File: src/shared/fpfc_pkg.sv
package fpfc_pkg;

    // ------------------------------------------------------------
    // register port geometry
    // ------------------------------------------------------------
    localparam int ADDR_W = 6;
    localparam int DATA_W = 16;
    localparam int IDX_W = 3;
    localparam int TABLE_DEPTH = 8;
    localparam int PROFILES = 2;
    localparam int PIN_W = 7;

    // ------------------------------------------------------------
    // register indices
    // ------------------------------------------------------------
    localparam logic [ADDR_W-1:0] REG_MAIN = 6'h00;
    localparam logic [ADDR_W-1:0] REG_FSK_CFG = 6'h01;
    localparam logic [ADDR_W-1:0] REG_DEV_SEL = 6'h02;
    localparam logic [ADDR_W-1:0] REG_DIRECT = 6'h03;
    localparam logic [ADDR_W-1:0] REG_STATUS = 6'h04;
    localparam logic [ADDR_W-1:0] REG_DEV_OUT = 6'h05;
    localparam logic [ADDR_W-1:0] REG_TABLE = 6'h10;

    // ------------------------------------------------------------
    // main control fields
    // ------------------------------------------------------------
    localparam int BIT_CAL_EN = 0;
    localparam int FLD_RSVD_LO = 1;
    localparam int FLD_RSVD_HI = 5;
    localparam int BIT_PROFILE_SEL = 6;
    localparam int BIT_DUAL_CAL_EN = 7;
    localparam int BIT_SWITCH_SRC = 8;
    localparam int BIT_RECAL = 9;
    localparam int BIT_PORT_POL = 10;
    localparam int BIT_PORT_SRC = 11;
    localparam logic [4:0] RSVD_VALUE = 5'h01;
    localparam logic [DATA_W-1:0] MAIN_RESET = 16'h0003;
    localparam logic [DATA_W-1:0] MAIN_WMASK = 16'h0fff;

    // ------------------------------------------------------------
    // shift keying configuration fields
    // ------------------------------------------------------------
    localparam int BIT_MODE_LO = 0;
    localparam int BIT_MODE_HI = 1;
    localparam int FLD_LEVEL_LO = 2;
    localparam int FLD_LEVEL_HI = 3;
    localparam int BIT_EN_P0 = 4;
    localparam int BIT_EN_P1 = 5;
    localparam int BIT_PORT_TX = 6;
    localparam logic [DATA_W-1:0] FSK_CFG_RESET = 16'h0000;
    localparam logic [DATA_W-1:0] FSK_CFG_WMASK = 16'h007f;

    // ------------------------------------------------------------
    // serial stream timing
    // ------------------------------------------------------------
    localparam int SER_HALF = 2;
    localparam logic [3:0] SER_LAST_BIT = 4'hf;

    typedef enum logic [1:0] {
        FPFC_MODE_PIN = 2'b00,
        FPFC_MODE_REG = 2'b01,
        FPFC_MODE_SERIAL = 2'b10,
        FPFC_MODE_DIRECT = 2'b11
    } fpfc_mode_t;

    typedef enum logic [1:0] {
        SER_IDLE,
        SER_LOW,
        SER_HIGH
    } fpfc_ser_state_t;

endpackage

File: src/shared/fpfc_if.sv
`timescale 1ns/1ps
interface fpfc_if;
    import fpfc_pkg::*;
    // register port
    logic [ADDR_W-1:0] reg_addr;
    logic [DATA_W-1:0] reg_wdata;
    logic reg_wr;
    logic reg_rd;
    logic [DATA_W-1:0] reg_rdata;
    // control and modulation pins
    logic txrx_control_pin;
    logic [IDX_W-1:0] sym_idx;
    logic ser_clk;
    logic modulation_data_pin_one;
    logic ser_frame;

    modport dev (
        input reg_addr, reg_wdata, reg_wr, reg_rd,
        input txrx_control_pin, sym_idx, ser_clk,
        input modulation_data_pin_one, ser_frame,
        output reg_rdata
    );
    modport host (
        output reg_addr, reg_wdata, reg_wr, reg_rd,
        output txrx_control_pin, sym_idx, ser_clk,
        output modulation_data_pin_one, ser_frame,
        input reg_rdata
    );
endinterface

File: src/verilog/fpfc_device.sv
`timescale 1ns/1ps
// Operation
// recal bit calibrates both; host clears it
// bit 8: profile switch by register or pin
// pin profile switching needs dual calibration enable
// bit 7: calibrate both profiles initially
// bit 6 selects profile one or two
// host writes 1h into bits 5:1
// bit 0 lets main writes start calibration
// deviations are two's complement step counts
// eight stored deviations per profile
// register mode applies indexed stored deviation
// direct mode applies written 16-bit step
// serial mode takes steps on data pin
// four levels: level two plus enable
// pin port control: match polarity means transmit
// pin toggles profile relative to select bit
// bit 11: port switch by register or pin
// bit 10: pin level meaning transmit
// plain main write recalibrates active profile only
module fpfc_device (
    // clock and reset
    input wire logic i_core_clk,
    input wire logic i_rst_n,
    // link to the host
    fpfc_if.dev bus,
    // synthesizer side
    output logic o_profile,
    output logic o_transmit_output,
    output logic o_receive_output,
    output logic [fpfc_pkg::DATA_W-1:0] o_deviation,
    output logic o_cal_start,
    output logic [fpfc_pkg::PROFILES-1:0] o_cal_mask
);
    import fpfc_pkg::*;

    // ------------------------------------------------------------
    // declarations
    // ------------------------------------------------------------
    logic [PIN_W-1:0] pin_s1_r;
    logic [PIN_W-1:0] pin_s2_r;
    logic ser_clk_d_r;
    logic [DATA_W-1:0] main_r;
    logic [DATA_W-1:0] cfg_r;
    logic [IDX_W-1:0] dev_sel_r;
    logic [DATA_W-1:0] direct_r;
    logic [DATA_W-1:0] table_r [PROFILES*TABLE_DEPTH];
    logic [DATA_W-1:0] ser_shift_r;
    logic [3:0] ser_cnt_r;
    logic [DATA_W-1:0] ser_word_r;
    logic pin_ref_r;
    logic init_done_r;
    logic [DATA_W-1:0] rdata_r;
    logic txrx_s;
    logic [IDX_W-1:0] sym_s;
    logic ser_clk_s;
    logic ser_data_s;
    logic ser_frame_s;
    logic main_wr;
    logic [DATA_W-1:0] main_nxt;
    logic profile_nxt;
    logic tx_nxt;
    fpfc_mode_t mode;
    logic [IDX_W-1:0] idx;
    logic shift_en;
    logic [DATA_W-1:0] dev_nxt;

    // index mask for the programmed level count; 0 keeps all eight
    function automatic logic [IDX_W-1:0] level_mask(input logic [1:0] lvl);
        unique case (lvl)
            2'h1: level_mask = 3'h1;
            2'h2: level_mask = 3'h3;
            2'h3: level_mask = 3'h7;
            2'h0: level_mask = 3'h7;
        endcase
    endfunction

    // ------------------------------------------------------------
    // pin synchronisers
    // ------------------------------------------------------------
    // pins are asynchronous to us, so two stages before any use
    always_ff @(posedge i_core_clk) begin
        if (!i_rst_n) begin
            pin_s1_r <= '0;
            pin_s2_r <= '0;
        end else begin
            pin_s1_r <= {bus.txrx_control_pin, bus.sym_idx, bus.ser_clk,
                         bus.modulation_data_pin_one, bus.ser_frame};
            pin_s2_r <= pin_s1_r;
        end
    end

    assign txrx_s = pin_s2_r[6];
    assign sym_s = pin_s2_r[5:3];
    assign ser_clk_s = pin_s2_r[2];
    assign ser_data_s = pin_s2_r[1];
    assign ser_frame_s = pin_s2_r[0];

    // ------------------------------------------------------------
    // register writes
    // ------------------------------------------------------------
    assign main_wr = bus.reg_wr && (bus.reg_addr == REG_MAIN);
    assign main_nxt = bus.reg_wdata & MAIN_WMASK;

    // reserved field is stored as written; host keeps it at 1h
    always_ff @(posedge i_core_clk) begin
        if (!i_rst_n) begin
            main_r <= MAIN_RESET;
            cfg_r <= FSK_CFG_RESET;
            dev_sel_r <= '0;
            direct_r <= '0;
        end else if (bus.reg_wr) begin
            unique case (bus.reg_addr)
                REG_MAIN: main_r <= main_nxt;
                REG_FSK_CFG: cfg_r <= bus.reg_wdata & FSK_CFG_WMASK;
                REG_DEV_SEL: dev_sel_r <= bus.reg_wdata[IDX_W-1:0];
                REG_DIRECT: direct_r <= bus.reg_wdata;
                default: ;
            endcase
        end
    end

    // deviation table: profile in the index msb, symbol in the rest
    generate
        for (genvar g = 0; g < PROFILES*TABLE_DEPTH; g++) begin : g_table
            always_ff @(posedge i_core_clk) begin
                if (!i_rst_n) begin
                    table_r[g] <= '0;
                end else if (bus.reg_wr &&
                             bus.reg_addr == REG_TABLE + ADDR_W'(g)) begin
                    table_r[g] <= bus.reg_wdata;
                end
            end
        end
    endgenerate

    // ------------------------------------------------------------
    // profile and port selection
    // ------------------------------------------------------------
    // under pin control the select bit names the profile output at
    // the pin level seen on the last main write; each toggle swaps
    always_comb begin
        if (main_r[BIT_SWITCH_SRC]) begin
            profile_nxt = main_r[BIT_PROFILE_SEL]
                          ^ (txrx_s ^ pin_ref_r);
        end else begin
            profile_nxt = main_r[BIT_PROFILE_SEL];
        end
        if (main_r[BIT_PORT_SRC]) begin
            tx_nxt = (txrx_s == main_r[BIT_PORT_POL]);
        end else begin
            tx_nxt = cfg_r[BIT_PORT_TX];
        end
    end

    always_ff @(posedge i_core_clk) begin
        if (!i_rst_n) begin
            pin_ref_r <= 1'b0;
        end else if (main_wr) begin
            pin_ref_r <= txrx_s;
        end
    end

    always_ff @(posedge i_core_clk) begin
        if (!i_rst_n) begin
            o_profile <= 1'b0;
            o_transmit_output <= 1'b0;
            o_receive_output <= 1'b0;
        end else begin
            o_profile <= main_wr ? main_nxt[BIT_PROFILE_SEL] : profile_nxt;
            o_transmit_output <= tx_nxt;
            o_receive_output <= !tx_nxt;
        end
    end

    // ------------------------------------------------------------
    // calibration triggers
    // ------------------------------------------------------------
    // a profile switch calibrates only the newly chosen profile (both while recal is set),
    // starting from its stored data, which keeps switching short
    always_ff @(posedge i_core_clk) begin
        if (!i_rst_n) begin
            o_cal_start <= 1'b0;
            o_cal_mask <= '0;
            init_done_r <= 1'b0;
        end else if (main_wr && main_nxt[BIT_CAL_EN]) begin
            o_cal_start <= 1'b1;
            init_done_r <= 1'b1;
            if (main_nxt[BIT_RECAL] ||
                (!init_done_r && main_nxt[BIT_DUAL_CAL_EN])) begin
                o_cal_mask <= 2'h3;
            end else if (main_nxt[BIT_PROFILE_SEL]) begin
                o_cal_mask <= 2'h2;
            end else begin
                o_cal_mask <= 2'h1;
            end
        end else if (!main_wr && main_r[BIT_CAL_EN] &&
                     profile_nxt != o_profile) begin
            o_cal_start <= 1'b1;
            // recal left set makes every switch calibrate both
            o_cal_mask <= main_r[BIT_RECAL] ? 2'h3
                        : (profile_nxt ? 2'h2 : 2'h1);
        end else begin
            o_cal_start <= 1'b0;
            o_cal_mask <= '0;
        end
    end

    // ------------------------------------------------------------
    // serial step stream
    // ------------------------------------------------------------
    // msb first, sampled on the synchronised rising clock edge
    always_ff @(posedge i_core_clk) begin
        if (!i_rst_n) begin
            ser_clk_d_r <= 1'b0;
        end else begin
            ser_clk_d_r <= ser_clk_s;
        end
    end

    always_ff @(posedge i_core_clk) begin
        if (!i_rst_n) begin
            ser_shift_r <= '0;
            ser_cnt_r <= '0;
            ser_word_r <= '0;
        end else if (!ser_frame_s) begin
            ser_cnt_r <= '0; // partial words are dropped
        end else if (ser_clk_s && !ser_clk_d_r) begin
            ser_shift_r <= {ser_shift_r[DATA_W-2:0], ser_data_s};
            ser_cnt_r <= ser_cnt_r + 4'h1;
            if (ser_cnt_r == SER_LAST_BIT) begin
                ser_word_r <= {ser_shift_r[DATA_W-2:0], ser_data_s};
            end
        end
    end

    // ------------------------------------------------------------
    // deviation output
    // ------------------------------------------------------------
    always_comb begin
        mode = fpfc_mode_t'({cfg_r[BIT_MODE_HI], cfg_r[BIT_MODE_LO]});
        shift_en = profile_nxt ? cfg_r[BIT_EN_P1] : cfg_r[BIT_EN_P0];
        idx = ((mode == FPFC_MODE_PIN) ? sym_s : dev_sel_r)
              & level_mask(cfg_r[FLD_LEVEL_HI:FLD_LEVEL_LO]);
        unique case (mode)
            FPFC_MODE_PIN: dev_nxt = table_r[{profile_nxt, idx}];
            FPFC_MODE_REG: dev_nxt = table_r[{profile_nxt, idx}];
            FPFC_MODE_SERIAL: dev_nxt = ser_word_r;
            FPFC_MODE_DIRECT: dev_nxt = direct_r;
        endcase
        if (!shift_en) begin
            dev_nxt = '0;
        end
    end

    always_ff @(posedge i_core_clk) begin
        if (!i_rst_n) begin
            o_deviation <= '0;
        end else begin
            o_deviation <= dev_nxt;
        end
    end

    // ------------------------------------------------------------
    // register reads
    // ------------------------------------------------------------
    // unmapped indices read zero, answer always one cycle later
    always_ff @(posedge i_core_clk) begin
        if (!i_rst_n) begin
            rdata_r <= '0;
        end else if (bus.reg_rd) begin
            if (bus.reg_addr[5:4] == 2'h1) begin
                rdata_r <= table_r[bus.reg_addr[3:0]];
            end else begin
                unique case (bus.reg_addr)
                    REG_MAIN: rdata_r <= main_r;
                    REG_FSK_CFG: rdata_r <= cfg_r;
                    REG_DEV_SEL: rdata_r <= {13'h0000, dev_sel_r};
                    REG_DIRECT: rdata_r <= direct_r;
                    REG_STATUS: rdata_r <= {12'h000, init_done_r,
                                            o_receive_output,
                                            o_transmit_output, o_profile};
                    REG_DEV_OUT: rdata_r <= o_deviation;
                    default: rdata_r <= '0;
                endcase
            end
        end else begin
            rdata_r <= '0;
        end
    end

    assign bus.reg_rdata = rdata_r;

endmodule // fpfc_device

File: src/flat_wrapper.sv
// flat-port wrapper written by rule: the top's interface ports become plain ports
module fpfc_device_flat import fpfc_pkg::*;
  (i_core_clk, i_rst_n, o_profile, o_transmit_output, o_receive_output, o_deviation, o_cal_start, o_cal_mask, bus_reg_addr, bus_reg_wdata, bus_reg_wr, bus_reg_rd, bus_txrx_control_pin, bus_sym_idx, bus_ser_clk, bus_modulation_data_pin_one, bus_ser_frame, bus_reg_rdata);
  fpfc_if bus_i ();
  input wire logic i_core_clk;
  input wire logic i_rst_n;
  output logic o_profile;
  output logic o_transmit_output;
  output logic o_receive_output;
  output logic [fpfc_pkg::DATA_W-1:0] o_deviation;
  output logic o_cal_start;
  output logic [fpfc_pkg::PROFILES-1:0] o_cal_mask;
  input wire logic [$bits(bus_i.reg_addr)-1:0] bus_reg_addr;
  input wire logic [$bits(bus_i.reg_wdata)-1:0] bus_reg_wdata;
  input wire logic [$bits(bus_i.reg_wr)-1:0] bus_reg_wr;
  input wire logic [$bits(bus_i.reg_rd)-1:0] bus_reg_rd;
  input wire logic [$bits(bus_i.txrx_control_pin)-1:0] bus_txrx_control_pin;
  input wire logic [$bits(bus_i.sym_idx)-1:0] bus_sym_idx;
  input wire logic [$bits(bus_i.ser_clk)-1:0] bus_ser_clk;
  input wire logic [$bits(bus_i.modulation_data_pin_one)-1:0] bus_modulation_data_pin_one;
  input wire logic [$bits(bus_i.ser_frame)-1:0] bus_ser_frame;
  output wire logic [$bits(bus_i.reg_rdata)-1:0] bus_reg_rdata;
  assign bus_i.reg_addr = bus_reg_addr;
  assign bus_i.reg_wdata = bus_reg_wdata;
  assign bus_i.reg_wr = bus_reg_wr;
  assign bus_i.reg_rd = bus_reg_rd;
  assign bus_i.txrx_control_pin = bus_txrx_control_pin;
  assign bus_i.sym_idx = bus_sym_idx;
  assign bus_i.ser_clk = bus_ser_clk;
  assign bus_i.modulation_data_pin_one = bus_modulation_data_pin_one;
  assign bus_i.ser_frame = bus_ser_frame;
  assign bus_reg_rdata = bus_i.reg_rdata;
  fpfc_device u_core (.i_core_clk(i_core_clk), .i_rst_n(i_rst_n), .bus(bus_i), .o_profile(o_profile), .o_transmit_output(o_transmit_output), .o_receive_output(o_receive_output), .o_deviation(o_deviation), .o_cal_start(o_cal_start), .o_cal_mask(o_cal_mask));
endmodule
File: config.mk
export PLATFORM = sky130hd
export DESIGN_NAME = fpfc_device_flat
export DESIGN_NICKNAME = d
export VERILOG_FILES = /design/src/shared/fpfc_pkg.sv /design/src/shared/fpfc_if.sv /design/src/verilog/fpfc_device.sv /design/src/flat_wrapper.sv
export SDC_FILE = /design/constraint.sdc
export NUM_CORES = 1
export LEC_CHECK = 0
export BUFFER_PORTS_ARGS = -buffer_cell sky130_fd_sc_hd__buf_2
export CORE_MARGIN = 4
export CORE_UTILIZATION = 45
export DETAILED_ROUTE_END_ITERATION = 16
export PLACE_DENSITY = 0.61
export SYNTH_ARGS = -nofsm -noshare
export SYNTH_HDL_FRONTEND = slang
export SYNTH_SLANG_ARGS = --single-unit
File: constraint.sdc
create_clock -name i_core_clk -period 4.6 [get_ports i_core_clk]
set_input_delay 0.92 -clock i_core_clk [delete_from_list [all_inputs] [get_ports i_core_clk]]
set_output_delay 0.92 -clock i_core_clk [all_outputs]
set_load 0.05 [all_outputs]
==> run metrics <==
status complete, no violations; chip width 212 microns; RSZ-0062 raised after global routing false; CORE AREA 40900 sq um; TritonCTS clock tree yes; antenna violations before repair 0; # diodes 0; setup TNS 0 ps; port bufs 70; maximum vdd drop 0.000271 V; kind of critical path in2reg; cell area after synthesis 18700 sq um; Syn Nets 1572; power density over cell area 371 nW/um^2; most common cell after layout, fill and taps aside and2_1; CP required 5050 ps; Yosys reg bits 384; Max-slew headroom 0.170; hold_buf cts 0; vias in the first global route 12600; Ys Warns 0; minimum clock period after layout 3110 ps; die height 212 microns; post-synthesis cell type count 50; Hold Path Stages 1; clk buf depth 3; depth of the CTS H-tree 2; WL/cell 26.7 microns; Synth Instances 1537; Initial Util 0.457; Fmax achieved 0.321 GHz; syn_area_per_cell 12.2 sq um; synthesis-to-finish area growth 11.6%; clk sinks 384; commonest cells after routing, fill and taps aside and2_1 (276), edfxtp_1 (256), nand2_1 (225); worst-path fanout max 44; vias per cell 6.11; FILL cells 3502; startpoint types primary input; share of cells above drive strength 1 0.204; Final Worst Setup Slack 1490 ps; Num CTS Buffers 41; fin. max-slew vios 0; crit share post-route 0.676; io pins 71; DRC Markers 0; Detailed Routing Iterations Pass 1 6; first-pass GRT wire length 84.2 mm; post-CTS setup repair buffer count 0; worst slew pin tran 1240 ps; Clock transition at path regs 60 ps; Critical Path Sink Type flip-flop; initial detailed-routing violation count 1663; routability cong. 0.892; DR vias 12900; CTS root buf clkbuf_16; GRT Util Overall 0.251; nets 1592; Static Leakage 7.21 nW; Max Clock Skew 12.7 ps; DRT antenna net count 0; Max Cap Viol 0; Most used DFF post-synth edfxtp_1; Setup violations, final 0; PostCTS Resize Cnt 0; dpl ws 961 ps; DIE AREA 44900 sq um; Post-synth EDFFs 256; Reg2Reg Depth 6; Post-Route WL 56.5 mm; Congestion Overflow GR 0; Hold Vio Cnt, Final 0; sequential-to-total area share from yosys stat 0.548; largest net degree at the start of global routing 97; ys async rst share 0; row cnt 74; clk_lat worst skew 570 ps; Worst EP arrival 3560 ps; placed wire-length estimate 37.5 mm; Register Area 10200 sq um; area used by multi-input combinational logic 7900 sq um; Min-Delay Path Class reg2reg
==> final timing paths <==
path / from / endpoint / slack [ps]
setup / recovery: bus_reg_addr[1] / u_core.o_cal_mask[1] / 1490
hold / removal: u_core.pin_s1_r[2] / u_core.pin_s2_r[2] / 430
setup reg to reg: u_core.pin_s2_r[6] / u_core.o_deviation[8] / 1540
hold reg to reg: u_core.pin_s1_r[2] / u_core.pin_s2_r[2] / 430
==> registers in the layout, summed over array words and instances, names as in the netlist, 2 cells and up <==
| name | cells |
|---|---|
| u_core.bus.reg_rdata | 16 |
| u_core.cfg_r | 7 |
| u_core.dev_sel_r | 3 |
| u_core.direct_r | 16 |
| u_core.main_r | 12 |
| u_core.o_cal_mask | 2 |
| u_core.o_deviation | 16 |
| u_core.pin_s1_r | 7 |
| u_core.pin_s2_r | 7 |
| u_core.ser_cnt_r | 4 |
| u_core.ser_shift_r | 15 |
| u_core.ser_word_r | 16 |
| u_core.table_r | 256 |
==> cell families after synthesis <==
group	share of synthesized area
AND/OR/NAND/NOR	0.173
flip-flops	0.548
buffers and inverters	0.0339
multiplexers	0.149
XOR/XNOR	0.00428
adder cells (fa/ha/maj)	0.00134
AO/OA/AOI/OAI	0.0901
==> per-stage QoR <==
step                cell area, sq um  utilization  power, W  std cells  hold slack (ps)
floorplan                      18700            -   0.00436       1537              412
global placement               19600        0.479   0.00459       2046              419
detailed placement             19600        0.479   0.00460       2046              420
CTS                            20900        0.510   0.00777       2118              434
global route                   20900        0.510   0.00798       2118              460
finish                         20900        0.510   0.00774       2118              434
==> worst max-delay path, cell delays in order <==
cell	delay (ps)
buf_4	360
or2_2	510
nor2_2	540
nand2_1	610
nand2_1	310
o21bai_1	160
a21boi_0	100
==> layer usage <==
layer  part of all wire  track usage
met1               0.41        0.350
met2               0.47        0.397
met3              0.097       0.0584
met4              0.027       0.0717
met5                  0            0
==> area by class of cell <==
cell class,count,share of cell area
Timing Repair Buffer,121,0.0367
Clock inverter,17,0.00558
Tap cell,532,0.0319
Inverter,2,0.000360
Multi-Input combinational cell,1007,0.379
Clock buffer,55,0.0556
Sequential cell,384,0.491
==> cells in the mapped netlist, types with 5 or more instances <==
master    number  area share
a211oi_1      32       0.013
a21boi_0      62       0.025
a21boi_1       5      0.0020
a21oi_1        8      0.0021
a222oi_1      13      0.0070
a22oi_1        6      0.0024
a31oi_1       38       0.013
and2_1       276       0.092
and3_1        35       0.012
buf_1         12      0.0024
buf_2         33      0.0088
clkbuf_1      93       0.019
dfxtp_1      128        0.14
edfxtp_1     256        0.41
mux2i_1       26       0.014
mux4_2       112        0.13
nand2_1      226       0.045
nand2b_1       5      0.0017
nand3_1       19      0.0051
nor2_1        32      0.0064
nor2b_1        9      0.0030
o21ai_0       22      0.0059
o22ai_1       32       0.011
o32ai_1       16      0.0075
==> where the power goes <==
part | internal [W] | switching (W) | leakage [nW]
Sequential | 0.00381 | 0.0000787 | 3.47
Clock | 0.00183 | 0.00138 | 0.635
Combinational | 0.000271 | 0.000378 | 3.10
(Power assumes the default switching activity.)
